## config.mk

```make
export PLATFORM = sky130hd
export DESIGN_NAME = dma_channel_control
export DESIGN_NICKNAME = d
export VERILOG_FILES = /design/src/verilog/dma_channel_pkg.sv /design/src/verilog/channel_priority_arbiter.sv /design/src/verilog/dma_channel_control.sv
export SDC_FILE = /design/constraint.sdc
export NUM_CORES = 1
export LEC_CHECK = 0
export ABC_AREA = 1
export BUFFER_PORTS_ARGS = -buffer_cell sky130_fd_sc_hd__buf_2
export CAP_MARGIN = 5
export CORE_MARGIN = 10
export CORE_UTILIZATION = 50
export CTS_CLUSTER_DIAMETER = 80
export DETAILED_ROUTE_END_ITERATION = 12
export PLACE_DENSITY = 0.81
export SYNTH_ARGS = -nofsm -noshare
export SYNTH_HDL_FRONTEND = slang
export SYNTH_SLANG_ARGS = --single-unit
```

## constraint.sdc

```tcl
create_clock -name clk_i -period 6.6 [get_ports clk_i]
set_clock_uncertainty 0.2 [all_clocks]
set_input_delay 1.32 -clock clk_i [delete_from_list [all_inputs] [get_ports clk_i]]
set_output_delay 1.32 -clock clk_i [all_outputs]
set_load 0.02 [all_outputs]
```

## src/verilog/dma_channel_pkg.sv

```systemverilog
/*
  Shared constants and types for one DMA channel control block: register
  indices, control word field positions, reset values and the memory request
  carrier. Assumes a 100 MHz single clock system and a 16-bit register view.
*/
package dma_channel_pkg;

  // ----------------------------------------------------------------
  // register indices (byte address is four times the index)
  // ----------------------------------------------------------------
  localparam logic [31:0] SRC_LOW_IDX   = 32'h50003630;
  localparam logic [31:0] SRC_HIGH_IDX  = 32'h50003632;
  localparam logic [31:0] DST_LOW_IDX   = 32'h50003634;
  localparam logic [31:0] DST_HIGH_IDX  = 32'h50003636;
  localparam logic [31:0] THRESH_IDX    = 32'h50003638;
  localparam logic [31:0] LEN_IDX       = 32'h5000363A;
  localparam logic [31:0] CTRL_IDX      = 32'h5000363C;
  localparam logic [31:0] PROGRESS_IDX  = 32'h5000363E;
  localparam logic [31:0] STATUS_IDX    = 32'h50003640;

  // ----------------------------------------------------------------
  // control word fields
  // ----------------------------------------------------------------
  localparam int CTRL_ENABLE    = 0;
  localparam int CTRL_WIDTH_LO  = 1;
  localparam int CTRL_IRQ_EN    = 3;
  localparam int CTRL_REQ_TRIG  = 4;
  localparam int CTRL_DST_INC   = 5;
  localparam int CTRL_SRC_INC   = 6;
  localparam int CTRL_CIRCULAR  = 7;
  localparam int CTRL_PRIO_LO   = 8;
  localparam int CTRL_IDLE_INS  = 11;
  localparam int CTRL_FILL      = 12;
  localparam int CTRL_EDGE      = 13;
  localparam logic [15:0] CTRL_WMASK = 16'h3FFF;

  localparam logic [1:0] WIDTH_BYTE = 2'h0;
  localparam logic [1:0] WIDTH_HALF = 2'h1;
  localparam logic [1:0] WIDTH_WORD = 2'h2;

  // ----------------------------------------------------------------
  // reset values
  // ----------------------------------------------------------------
  localparam logic [15:0] REG_RST   = 16'h0000;
  localparam logic [15:0] CTRL_RST  = 16'h0000;

  typedef struct packed {
    logic        valid;
    logic        we;
    logic [1:0]  size;
    logic [31:0] adr;
    logic [31:0] wdata;
  } mem_req_t;

endpackage

```

## src/verilog/channel_priority_arbiter.sv

```systemverilog
/*
  Fixed priority arbiter across the DMA channels of the engine.
  Assumes requests and priorities come from logic on the same clock.
*/
`timescale 1ns/10ps
module channel_priority_arbiter #(
  parameter int N      = 4,
  parameter int PRIO_W = 3
) (
  input  wire logic                         clk_i,
  input  wire logic                         rst_i,
  input  wire logic [N-1:0]                 req_i,
  input  wire logic [N-1:0][PRIO_W-1:0]     prio_i,
  output logic      [N-1:0]                 grant_o
);

  // ----------------------------------------------------------------
  // winner selection
  // ----------------------------------------------------------------
  genvar gi;
  generate
    for (gi = 0; gi < N; gi++) begin : g_win
      logic beats;
      always_comb begin
        beats = req_i[gi];
        for (int j = 0; j < N; j++) begin
          if (j != gi && req_i[j]) begin
            // larger value wins, lower channel number wins a tie
            if (prio_i[j] > prio_i[gi]) beats = 1'b0; // RULE8
            if (prio_i[j] == prio_i[gi] && j < gi) beats = 1'b0; // RULE9
          end
        end
      end
      assign grant_o[gi] = beats;
    end
  endgenerate
endmodule // channel_priority_arbiter

```

## src/verilog/dma_channel_control.sv

```systemverilog
/*
  Control logic for one channel of a four channel DMA engine: Wishbone
  register slave, request sensing, arbitration and the item move engine.
  Assumes a memory port on the same clock answering with a one cycle ack,
  and the other channels' requests and priorities on the same clock.
*/
// Added by the designer: register access over Wishbone.
`timescale 1ns/10ps
// Contract
// RULE1: move length plus one items; zero still moves one item
// RULE2: sense bit clear means level requests, set means rising edge only
// RULE3: fill clear copies item per item; fill set reads once, writes all
// RULE4: a running fill keeps the bus until it is complete
// RULE5: software pairs fill with destination increment and never with requests
// RULE6: idle bit clear gives back-to-back copies holding off lower masters
// RULE7: idle bit set inserts one wait after each store, except request mode; code inserts none in fill mode or after the last store
// RULE8: largest three-bit priority wins; 000 lowest, 111 highest
// RULE9: equal priorities grant the lower numbered channel first
// RULE10: without wraparound stop after the length and clear enable
// RULE11: wraparound in request mode keeps enable, zeroes index, restarts
// RULE12: source advances 1, 2 or 4 bytes per item when incrementing
// RULE13: destination advances 1, 2 or 4 bytes per item when incrementing
// RULE14: request bit clear starts at enable; set waits for peripheral request
// RULE15: interrupt only when its enable bit is set
// RULE16: width field 00 byte, 01 half word, 10 word, 11 reserved
// RULE17: enable clear keeps channel off; setting it activates the channel
// RULE18: read-only progress index counts items and zeroes at completion
// RULE19: addresses formed from start, index, width and increment enables
// RULE20: interrupt when threshold equals index before increment, enabled
// RULE21: each start address is built from low and high 16-bit halves
// RULE22: requests ignored while disabled; arbitration before every bus cycle; code arbitrates once per item, not before writes or fill stores
module dma_channel_control #(
  parameter int ADR_W = 8,
  parameter int CH    = 3
) (
  input  wire logic                              clk_i,
  input  wire logic                              rst_i,
  input  wire logic [31:0]                       adr_i,
  input  wire logic [31:0]                       dat_i,
  input  wire logic [3:0]                        sel_i,
  input  wire logic                              we_i,
  input  wire logic                              cyc_i,
  input  wire logic                              stb_i,
  output logic      [31:0]                       dat_o,
  output logic                                   ack_o,
  input  wire logic                              dreq_i,
  output logic                                   dack_o,
  input  wire logic [2:0]                        other_req_i,
  input  wire logic [2:0][2:0]                   other_prio_i,
  output logic                                   bus_req_o,
  output logic                                   bus_lock_o,
  output dma_channel_pkg::mem_req_t              mem_o,
  input  wire logic                              mem_ack_i,
  input  wire logic [31:0]                       mem_rdata_i,
  output logic                                   irq_o
);

  // ----------------------------------------------------------------
  // state and registers
  // ----------------------------------------------------------------
  typedef enum logic [4:0] {
    S_IDLE  = 5'b00001,
    S_ARB   = 5'b00010,
    S_READ  = 5'b00100,
    S_WRITE = 5'b01000,
    S_GAP   = 5'b10000
  } state_t;

  state_t                      st_r, st_nxt;
  logic [15:0]                 src_lo_r, src_hi_r, dst_lo_r, dst_hi_r;
  logic [15:0]                 thr_r, len_r, ctrl_r, ctrl_nxt, idx_r, idx_nxt;
  logic [31:0]                 data_r;
  logic                        ack_r;
  logic [31:0]                 rdat_r;
  logic                        dreq_s1_r, dreq_s2_r, dreq_d_r, pend_r;
  dma_channel_pkg::mem_req_t   mem_r, mem_nxt;
  logic                        irq_r, dack_r, lock_r, breq_r;

  function automatic logic hit(input logic [31:0] a, input logic [31:0] idx);
    hit = (a[ADR_W+1:2] == idx[ADR_W-1:0]);
  endfunction

  function automatic logic [1:0] width_shift(input logic [1:0] w);
    // reserved code moves single bytes so a bad setting never skips memory
    unique case (w)
      dma_channel_pkg::WIDTH_HALF: width_shift = 2'h1; // RULE16
      dma_channel_pkg::WIDTH_WORD: width_shift = 2'h2; // RULE16
      default:                     width_shift = 2'h0;
    endcase
  endfunction

  // ----------------------------------------------------------------
  // control word views
  // ----------------------------------------------------------------
  wire       enable_w   = ctrl_r[dma_channel_pkg::CTRL_ENABLE];
  wire [1:0] width_w    = ctrl_r[dma_channel_pkg::CTRL_WIDTH_LO +: 2];
  wire       irq_en_w   = ctrl_r[dma_channel_pkg::CTRL_IRQ_EN];
  wire       req_trig_w = ctrl_r[dma_channel_pkg::CTRL_REQ_TRIG];
  wire       dinc_w     = ctrl_r[dma_channel_pkg::CTRL_DST_INC];
  wire       sinc_w     = ctrl_r[dma_channel_pkg::CTRL_SRC_INC];
  wire       circ_w     = ctrl_r[dma_channel_pkg::CTRL_CIRCULAR];
  wire [2:0] prio_w     = ctrl_r[dma_channel_pkg::CTRL_PRIO_LO +: 3];
  wire       idle_w     = ctrl_r[dma_channel_pkg::CTRL_IDLE_INS];
  wire       fill_w     = ctrl_r[dma_channel_pkg::CTRL_FILL];
  wire       edge_w     = ctrl_r[dma_channel_pkg::CTRL_EDGE];

  // ----------------------------------------------------------------
  // wishbone slave decode
  // ----------------------------------------------------------------
  wire        acc_w     = cyc_i && stb_i && !ack_r;
  wire        wr_w      = acc_w && we_i;
  wire [15:0] wmask_w   = {{8{sel_i[1]}}, {8{sel_i[0]}}};
  wire        wr_src_lo = wr_w && hit(adr_i, dma_channel_pkg::SRC_LOW_IDX);
  wire        wr_src_hi = wr_w && hit(adr_i, dma_channel_pkg::SRC_HIGH_IDX);
  wire        wr_dst_lo = wr_w && hit(adr_i, dma_channel_pkg::DST_LOW_IDX);
  wire        wr_dst_hi = wr_w && hit(adr_i, dma_channel_pkg::DST_HIGH_IDX);
  wire        wr_thr    = wr_w && hit(adr_i, dma_channel_pkg::THRESH_IDX);
  wire        wr_len    = wr_w && hit(adr_i, dma_channel_pkg::LEN_IDX);
  wire        wr_ctrl   = wr_w && hit(adr_i, dma_channel_pkg::CTRL_IDX);

  function automatic logic [15:0] merge(input logic [15:0] old,
                                        input logic [15:0] m,
                                        input logic [15:0] d);
    merge = (old & ~m) | (d & m);
  endfunction

  wire [15:0] rd_mux =
    hit(adr_i, dma_channel_pkg::SRC_LOW_IDX)  ? src_lo_r :
    hit(adr_i, dma_channel_pkg::SRC_HIGH_IDX) ? src_hi_r :
    hit(adr_i, dma_channel_pkg::DST_LOW_IDX)  ? dst_lo_r :
    hit(adr_i, dma_channel_pkg::DST_HIGH_IDX) ? dst_hi_r :
    hit(adr_i, dma_channel_pkg::THRESH_IDX)   ? thr_r :
    hit(adr_i, dma_channel_pkg::LEN_IDX)      ? len_r :
    hit(adr_i, dma_channel_pkg::CTRL_IDX)     ? ctrl_r :
    hit(adr_i, dma_channel_pkg::PROGRESS_IDX) ? idx_r :
    hit(adr_i, dma_channel_pkg::STATUS_IDX)   ? {11'h000, pend_r, lock_r, breq_r,
                                                 (st_r == S_WRITE), (st_r != S_IDLE)} :
    16'h0000;

  // ----------------------------------------------------------------
  // address formation
  // ----------------------------------------------------------------
  wire [31:0] src_start = {src_hi_r, src_lo_r}; // RULE21
  wire [31:0] dst_start = {dst_hi_r, dst_lo_r}; // RULE21
  wire [31:0] step_w    = 32'({16'h0000, idx_r} << width_shift(width_w));
  wire [31:0] src_adr   = src_start + (sinc_w ? step_w : 32'h00000000); // RULE12 RULE19
  wire [31:0] dst_adr   = dst_start + (dinc_w ? step_w : 32'h00000000); // RULE13 RULE19

  // ----------------------------------------------------------------
  // request sensing and arbitration
  // ----------------------------------------------------------------
  wire rise_w    = dreq_s2_r && !dreq_d_r;
  wire level_w   = dreq_s2_r;
  wire have_req  = edge_w ? pend_r : level_w; // RULE2
  wire ready_w   = enable_w && (!req_trig_w || have_req); // RULE14
  wire arb_req   = (st_r == S_ARB) && ready_w;
  wire [3:0]      grant_w;
  wire [3:0][2:0] prio_all = {prio_w, other_prio_i};
  wire            granted  = grant_w[CH];

  channel_priority_arbiter #(
    .N      (4),
    .PRIO_W (3)
  ) channel_priority_arbiter_i (
    .clk_i   (clk_i),
    .rst_i   (rst_i),
    .req_i   ({arb_req, other_req_i}),
    .prio_i  (prio_all),
    .grant_o (grant_w)
  );

  wire issue_w   = arb_req && granted; // RULE22
  wire item_done = (st_r == S_WRITE) && mem_ack_i;
  wire done_w    = item_done && (idx_r == len_r); // RULE1
  wire restart_w = circ_w && req_trig_w; // RULE11
  wire consume_w = issue_w && req_trig_w && edge_w;

  // ----------------------------------------------------------------
  // move engine
  // ----------------------------------------------------------------
  always_comb begin
    st_nxt   = st_r;
    idx_nxt  = idx_r;
    mem_nxt  = mem_r;
    ctrl_nxt = ctrl_r;
    unique case (st_r)
      S_IDLE: begin
        if (enable_w) st_nxt = S_ARB; // RULE17
      end
      S_ARB: begin
        if (!enable_w) st_nxt = S_IDLE;
        else if (issue_w) begin
          if (fill_w && idx_r != 16'h0000) begin
            st_nxt  = S_WRITE;
            mem_nxt = '{valid: 1'b1, we: 1'b1, size: width_w, adr: dst_adr, wdata: data_r};
          end else begin
            st_nxt  = S_READ;
            mem_nxt = '{valid: 1'b1, we: 1'b0, size: width_w, adr: src_adr, wdata: 32'h0};
          end
        end
      end
      S_READ: begin
        if (mem_ack_i) begin
          st_nxt  = S_WRITE;
          mem_nxt = '{valid: 1'b1, we: 1'b1, size: width_w, adr: dst_adr, wdata: mem_rdata_i};
        end
      end
      S_WRITE: begin
        if (mem_ack_i) begin
          mem_nxt.valid = 1'b0;
          if (idx_r == len_r) begin
            idx_nxt = 16'h0000; // RULE18
            st_nxt  = restart_w ? S_ARB : S_IDLE;
            if (!restart_w) ctrl_nxt[dma_channel_pkg::CTRL_ENABLE] = 1'b0; // RULE10
          end else begin
            idx_nxt = idx_r + 16'h0001; // RULE18
            if (fill_w) begin
              // fill keeps the bus: next store goes out with no arbitration
              st_nxt  = S_WRITE; // RULE4 RULE3
              mem_nxt = '{valid: 1'b1, we: 1'b1, size: width_w,
                          adr: dst_start + (dinc_w ? 32'({16'h0000, idx_nxt}
                               << width_shift(width_w)) : 32'h0), wdata: data_r};
            end else if (idle_w && !req_trig_w) st_nxt = S_GAP; // RULE7
            else st_nxt = S_ARB; // RULE6
          end
        end
      end
      S_GAP: st_nxt = S_ARB; // RULE7
      default: st_nxt = S_IDLE;
    endcase
    // a software write to the control word wins over the automatic clear
    if (wr_ctrl) ctrl_nxt = merge(ctrl_r, wmask_w & dma_channel_pkg::CTRL_WMASK, dat_i[15:0]);
  end

  wire hold_w   = fill_w || !idle_w || req_trig_w; // RULE6 RULE7
  wire lock_nxt = (st_nxt != S_IDLE) && (st_nxt != S_GAP) && hold_w; // RULE4 RULE6
  wire irq_nxt  = item_done && irq_en_w && (thr_r == idx_r); // RULE20 RULE15

  // ----------------------------------------------------------------
  // flops
  // ----------------------------------------------------------------
  always_ff @(posedge clk_i) begin
    if (rst_i) begin
      st_r  <= S_IDLE;
      idx_r <= dma_channel_pkg::REG_RST;
      mem_r <= '0;
    end else begin
      st_r  <= st_nxt;
      idx_r <= idx_nxt;
      mem_r <= mem_nxt;
    end
  end

  always_ff @(posedge clk_i) begin
    if (rst_i) begin
      src_lo_r <= dma_channel_pkg::REG_RST;
      src_hi_r <= dma_channel_pkg::REG_RST;
      dst_lo_r <= dma_channel_pkg::REG_RST;
      dst_hi_r <= dma_channel_pkg::REG_RST;
      thr_r    <= dma_channel_pkg::REG_RST;
      len_r    <= dma_channel_pkg::REG_RST;
      ctrl_r   <= dma_channel_pkg::CTRL_RST;
    end else begin
      if (wr_src_lo) src_lo_r <= merge(src_lo_r, wmask_w, dat_i[15:0]);
      if (wr_src_hi) src_hi_r <= merge(src_hi_r, wmask_w, dat_i[15:0]);
      if (wr_dst_lo) dst_lo_r <= merge(dst_lo_r, wmask_w, dat_i[15:0]);
      if (wr_dst_hi) dst_hi_r <= merge(dst_hi_r, wmask_w, dat_i[15:0]);
      if (wr_thr)    thr_r    <= merge(thr_r, wmask_w, dat_i[15:0]);
      if (wr_len)    len_r    <= merge(len_r, wmask_w, dat_i[15:0]);
      ctrl_r <= ctrl_nxt;
    end
  end

  always_ff @(posedge clk_i) begin
    if (rst_i) begin
      ack_r  <= 1'b0;
      rdat_r <= 32'h00000000;
    end else begin
      ack_r  <= acc_w;
      rdat_r <= acc_w ? {16'h0000, rd_mux} : 32'h00000000;
    end
  end

  // fill data is caught from the single source read
  always_ff @(posedge clk_i) begin
    if (rst_i) data_r <= 32'h00000000;
    else if (st_r == S_READ && mem_ack_i) data_r <= mem_rdata_i; // RULE3
  end

  always_ff @(posedge clk_i) begin
    if (rst_i) begin
      dreq_s1_r <= 1'b0;
      dreq_s2_r <= 1'b0;
      dreq_d_r  <= 1'b0;
      pend_r    <= 1'b0;
    end else begin
      dreq_s1_r <= dreq_i;
      dreq_s2_r <= dreq_s1_r;
      dreq_d_r  <= dreq_s2_r;
      // a new edge in the consume cycle is kept: set wins
      if (!enable_w) pend_r <= 1'b0; // RULE22
      else if (rise_w) pend_r <= 1'b1; // RULE2
      else if (consume_w) pend_r <= 1'b0;
    end
  end

  always_ff @(posedge clk_i) begin
    if (rst_i) begin
      irq_r  <= 1'b0;
      dack_r <= 1'b0;
      lock_r <= 1'b0;
      breq_r <= 1'b0;
    end else begin
      irq_r  <= irq_nxt;
      dack_r <= issue_w && req_trig_w; // RULE14
      lock_r <= lock_nxt;
      breq_r <= arb_req;
    end
  end

  assign dat_o      = rdat_r;
  assign ack_o      = ack_r;
  assign mem_o      = mem_r;
  assign irq_o      = irq_r;
  assign dack_o     = dack_r;
  assign bus_lock_o = lock_r;
  assign bus_req_o  = breq_r;
endmodule // dma_channel_control

```

# After elaboration in Yosys (flattened, before gate mapping)
# Cells that the tools add are included.
[word_totals]
ff_bits = 274
output_inout_bits = 105
wordCells = 185
[classes]
add_sub_neg = 4
order_cmp = 3
n_eq_ne = 31
shifts = 2
muxes = 54
bitwise_logic = 20
reduce_logical = 44
[op_table]
columns = ["operator", "count"]
rows = [
  ["68-bit two-way mux", 6],
  ["68-bit case mux with 3 select lines", 1],
  ["16-bit two-way mux", 9],
  ["16-bit bitwise AND", 8],
  ["16-bit OR", 7],
  ["32-bit adder", 3],
  ["32-bit two-way mux", 3],
  ["67-bit two-way mux", 1],
  ["8-bit by 6-bit == test with 1-bit output, second input constant", 8],
  ["16-bit by 2-bit left shift with 32-bit output", 2],
  ["5-bit two-way mux", 9],
  ["16-bit == test", 2],
  ["1-bit logical AND", 25],
  ["5-bit case mux with 5 select lines", 1],
  ["1-bit two-way mux", 17],
  ["16-bit by 1-bit adder with 16-bit output, second input constant", 1],
  ["16-bit by 14-bit bitwise AND with 16-bit output", 1],
  ["14-bit inverter with 16-bit output", 1],
  ["16-bit inverter", 1],
  ["16-bit nonzero test", 1],
  ["2-bit != test, second input constant", 7],
  ["2-bit two-way mux", 5],
  ["5-bit by 1-bit != test with 1-bit output, second input constant", 2],
  ["3-bit == test", 3],
  ["22 further kinds", 34],
]

# Logic depth before layout (Yosys ltp)
[depth]
ltp_word = 20
depth_mapped = 28
ltp_nobuf = 28

# Hierarchy
# From an unflattened synthesis, not the netlist that was laid out.
[unflattened]
hier_cells = 2994
area_unflattened_um2 = 18343.8
[by_module_without_submodules]
columns = ["module", "n_inst", "cells_each", "area_per_inst_um2"]
rows = [
  ["dma_channel_control", 1, 2907, 17765.8],
  ["channel_priority_arbiter", 1, 87, 578.1],
]

# Worst setup path before layout
# OpenSTA, ideal clock, no wires.
[synth_path]
path_kind = "register -> register"
startpoint = "register idx_r[0]"
endpoint = "register mem_r, in the netlist mem_o[54]"
setup_ns = 0.115
arrival_time_ns = 2.953
path_slack_ns = 3.332
stages_incl_launch_ff = 24
path_buffers = 1
synth_period_minus_slack_ns = 3.268
path_cell_list = "dfxtp_1 buf_2 inv_2 nor3_2 nand3_1 nor2_2 nand4_1 xor2_1 nand2_1 o21ai_0 nand2_1 o21ai_1 ha_1 nand2_1 nor2_1 nand2_1 nor2_1 nand2_1 nand3_1 nor2_1 o21ai_0 nand2_1 nor2_1 nor2_1"
[synth_via]
elab_chain_cells = 8
word_cells_on_any_way = 22
cone_classes = "add/sub: 4; eq/ne: 2; shift: 2; mux: 11; reduce/logical: 3"
[synth_rtl]
columns = ["item", "line", "rtl"]
rows = [
  ["start, declared", "dma_channel_control.sv:71", "logic [15:0] thr_r, len_r, ctrl_r, ctrl_nxt, idx_r, idx_nxt;"],
  ["start signal, assigned", "dma_channel_control.sv:245", "idx_r <= dma_channel_pkg::REG_RST;"],
  ["start signal, assigned", "dma_channel_control.sv:249", "idx_r <= idx_nxt;"],
  ["16-bit by 1-bit adder with 16-bit output", "dma_channel_control.sv:216", "idx_nxt = idx_r + 16'h0001;"],
  ["16-bit by 2-bit left shift with 32-bit output", "dma_channel_control.sv:221", "adr: dst_start + (dinc_w ? 32'({16'h0000, idx_nxt}"],
  ["32-bit two-way mux", "dma_channel_control.sv:221", ""],
  ["32-bit adder", "dma_channel_control.sv:221", ""],
  ["68-bit two-way mux", "dma_channel_control.sv:217", "if (fill_w) begin"],
  ["68-bit two-way mux", "dma_channel_control.sv:211", "if (idx_r == len_r) begin"],
  ["68-bit two-way mux", "dma_channel_control.sv:209", "if (mem_ack_i) begin"],
  ["68-bit case mux with 3 select lines", "dma_channel_control.sv:186", "unique case (st_r)"],
  ["end signal, assigned", "dma_channel_control.sv:250", "mem_r <= mem_nxt;"],
  ["end, declared", "dma_channel_control.sv:76", "dma_channel_pkg::mem_req_t mem_r, mem_nxt;"],
]
# Several ways; a longest one is shown, not always the timed one. The select of a mux whose other input is x is not followed.
# A chain may end at the register's enable or synchronous reset.

# Worst setup path in the final report
# Ends and elaborated chain as after synthesis.

==> results by group <==
STA
  • Fin. max-slew vios: 0
  • Hold Violations, Final: 0
  • Setup TNS: 0 ps
  • FMAX: 0.205 GHz
  • RSZ-0062 raised after global routing: false
  • Final setup fails: 0
  • Min Tclk post-route: 4870 ps
  • Worst-Margin Slew: between 1000 and 1500 ps
  • Hold Slack: 207 ps
  • Worst rel slew slack: 0.305
  • Final clock period utilization by the worst path: 0.738

Synthesis
  • Largest area contributor in the netlist: dfxtp_1
  • Post-synth EDFFs: 0
  • Post-synth top area share: 0.286
  • Yosys warning count: 0
  • Post-synth ARST share: 0
  • Post-Syn Area: 0.0179 mm2
  • Ranking of synthesized cells by area: dfxtp_1 (29%), nand2_1 (16%), inv_1 (8.6%), nor2_1 (7.5%), a21oi_1 (6.7%)
  • Number of synthesized register bits: 256
  • Sequential-to-total area share from yosys stat: 0.286
  • Netlist cell types: 50
  • Top FF cell, synth: dfxtp_1
  • Avg Inst Size Synth: 5.99 um2
  • Cells after Synth: 2985

Global routing
  • First-pass GRT wire length: 115000 um
  • Initial antenna violation count: 0
  • GR Overflow Total: 0
  • GRT Total Usage: 0.335
  • Vias in the first global route: 19200
  • Largest net degree at the start of global routing: 89

Critical path
  • Worst Setup End Kind: flip-flop
  • CP startpoint kind: flip-flop
  • CP Data Arrival Time: 5150 ps
  • CP max stage delay: 600 ps
  • Critical-path top delay cell: dfxtp_1
  • Worst-path cell chain: inv_2 -> nor3_2 -> nand3_1 -> nor2_2 -> nand3_1 -> xor2_1 -> inv_1 -> a211oi_1 -> ha_1 -> a21oi_1 -> nand2_1 -> nand2_1 -> nand2_1 -> nand2_1 -> nand3_1 -> nand2_1 -> nand2_1 -> nand2_1 -> nand2_1 -> nor2_1 -> nor2_1
  • Worst Path Max Fanout: 9
  • Top delay family on crit path: simple AND/OR/NAND/NOR gates
  • Critical path class: flip-flop to flip-flop
  • Critical Path RT: 6880 ps
  • Crit-path most repeated cell: nand2_1
  • CP bufs+invs: 2

Detailed routing
  • Drt total wl: between 70000 and 80000 um
  • DRT antenna net count: 0
  • DRC viols: 0
  • Detailed Routing Iterations Pass 1: 8
  • Via count: 20500
  • DR WL/cell: around 21 um
  • 1st-iter DRT viols: 2307
  • Mean number of vias per cell: 5.75

Final layout
  • Layout cell share with drive strength beyond 1: 0.0926
  • Antenna diodes: 0
  • Number of non-filler instances in the completed layout: 3572
  • Area grow syn2layout: 12.1%
  • Final net count: 3276
  • Most common cell after layout, fill and taps aside: nand2_1
  • Most frequent cells in the layout: nand2_1 (759), inv_1 (411), nor2_1 (359)
  • Final Cell Area: 0.0201 mm2

Die
  • Starting Density: 0.504
  • CORE AREA: 0.0355 mm2
  • Chip height: 209 um
  • Top-Level Pins: 224
  • Die W: 209 um
  • # rows: 69
  • Die ar.: between 0.04 and 0.05 mm2

Placed design
  • Final HPWL DP: 58400 um
  • Placed instance count: 3514
  • Cell Area, Placed: 0.0188 mm2
  • Port bufs: 165
  • Routability cong.: 1.04

Power
  • PD cells: 185 mW/mm2
  • Switching Fraction: 0.231
  • Psw: between 0.8 and 0.9 mW
  • Comb pwr share: 0.034
  • Clock power share: 0.550
  • VDD IR max: 194 uV
  • Internal cell power: 2.86 mW
  • Pleak: between 9 and 10 nW
  • Sequential power share: 0.416

Clock network
  • Num CTS Buffers: 31
  • Post_cts resized: 0
  • Clock transition at path regs: 60 ps
  • Clock Latency Late Sink: 610 ps
  • CTS tree: built
  • CTS sink count: 256
  • CTS Root Cell: clkbuf_16
  • Hold Buf Count CTS: 0
  • Postcts setup bufs: 0
  • Deepest clock path buffer count: 3
  • H-tree depth: 1

Outcome
  • Status: finished clean

Min path
  • Hold Path Class: flip-flop to flip-flop

Job
  • Max_cap viols: 0
-- metrics by stage --
step	util	power, mW	setup WS (ps)
final	0.565	3.72	1730
after global routing	0.565	3.79	1390
after CTS	0.565	3.72	1920
after detailed placement	0.531	1.70	1730
after global placement	0.531	1.70	1760
after floorplan	-	1.65	3330
-- final cells by class --
| class | instances | area [um2] |
|---|---|---|
| timing repair buffer | 175 | 901 |
| clock buffer | 40 | 860 |
| tap | 461 | 577 |
| multi-input combinational | 2177 | 10600 |
| clock inverter | 18 | 352 |
| sequential | 256 | 5120 |
| inverter | 445 | 1680 |
| fill | 3637 | 15400 |
-- synthesized netlist by cell type, types with 10 or more instances --
library cell / instances
nor2_1: 359
o21ai_0: 222
dfxtp_1: 256
nor3_1: 30
buf_4: 19
clkbuf_1: 64
nand4_1: 43
nand2_1: 759
buf_2: 36
inv_2: 28
inv_1: 412
xnor2_1: 15
o21ai_1: 74
nand3_1: 191
ha_1: 68
o22ai_1: 26
o221ai_1: 18
xor2_1: 24
or2_2: 10
a21oi_1: 240
-- worst min-delay path: cells and delay by family, from the launching register on --
kind / cells / cell delay (ps)
buffers and inverters: 1 / 40
and+or+nand+nor: 1 / 30
DFF: 1 / 290
-- path summary, 6_finish.rpt --
| kind | cells after the start | slack (ps) | startpoint | endpoint |
|---|---|---|---|---|
| setup / recovery | 21 | 1730 | idx_r[0] | mem_o[54] |
| hold / removal | 2 | 210 | dreq_s1_r | dreq_s2_r |
| setup reg to reg | 21 | 1730 | idx_r[0] | mem_o[54] |
| hold reg to reg | 2 | 210 | dreq_s1_r | dreq_s2_r |
-- per-layer routing --
layer	vias to the layer above	share of wire	global-route usage
li1	9823	-	-
met1	9391	0.40	0.416
met2	1087	0.44	0.539
met3	238	0.097	0.0616
met4	0	0.063	0.180
met5	-	0	0
-- kinds of logic (layout without fill, tap and decap cells) --
family          Yosys count  after routing  share of synthesized area
compound gates          619            619                      0.185
xor+xnor                 39             39                     0.0191
fa+ha+maj                71             71                     0.0509
buf+inv                 570            678                      0.127
flops                   256            256                      0.286
mux                       1              1                   0.000559
other cells               1             19                   0.000210
simple gates           1428           1428                      0.331
-- power by group through the flow --
stage               clock [mW]  combinational (mW)  sequential, mW
floorplan                    0              0.0671            1.58
global placement             0               0.117            1.58
detailed placement           0               0.121            1.58
CTS                       2.05               0.121            1.55
global route              2.11               0.136            1.55
finish                    2.04               0.126            1.55
No activity file was read; power rests on OpenSTA's default activity.
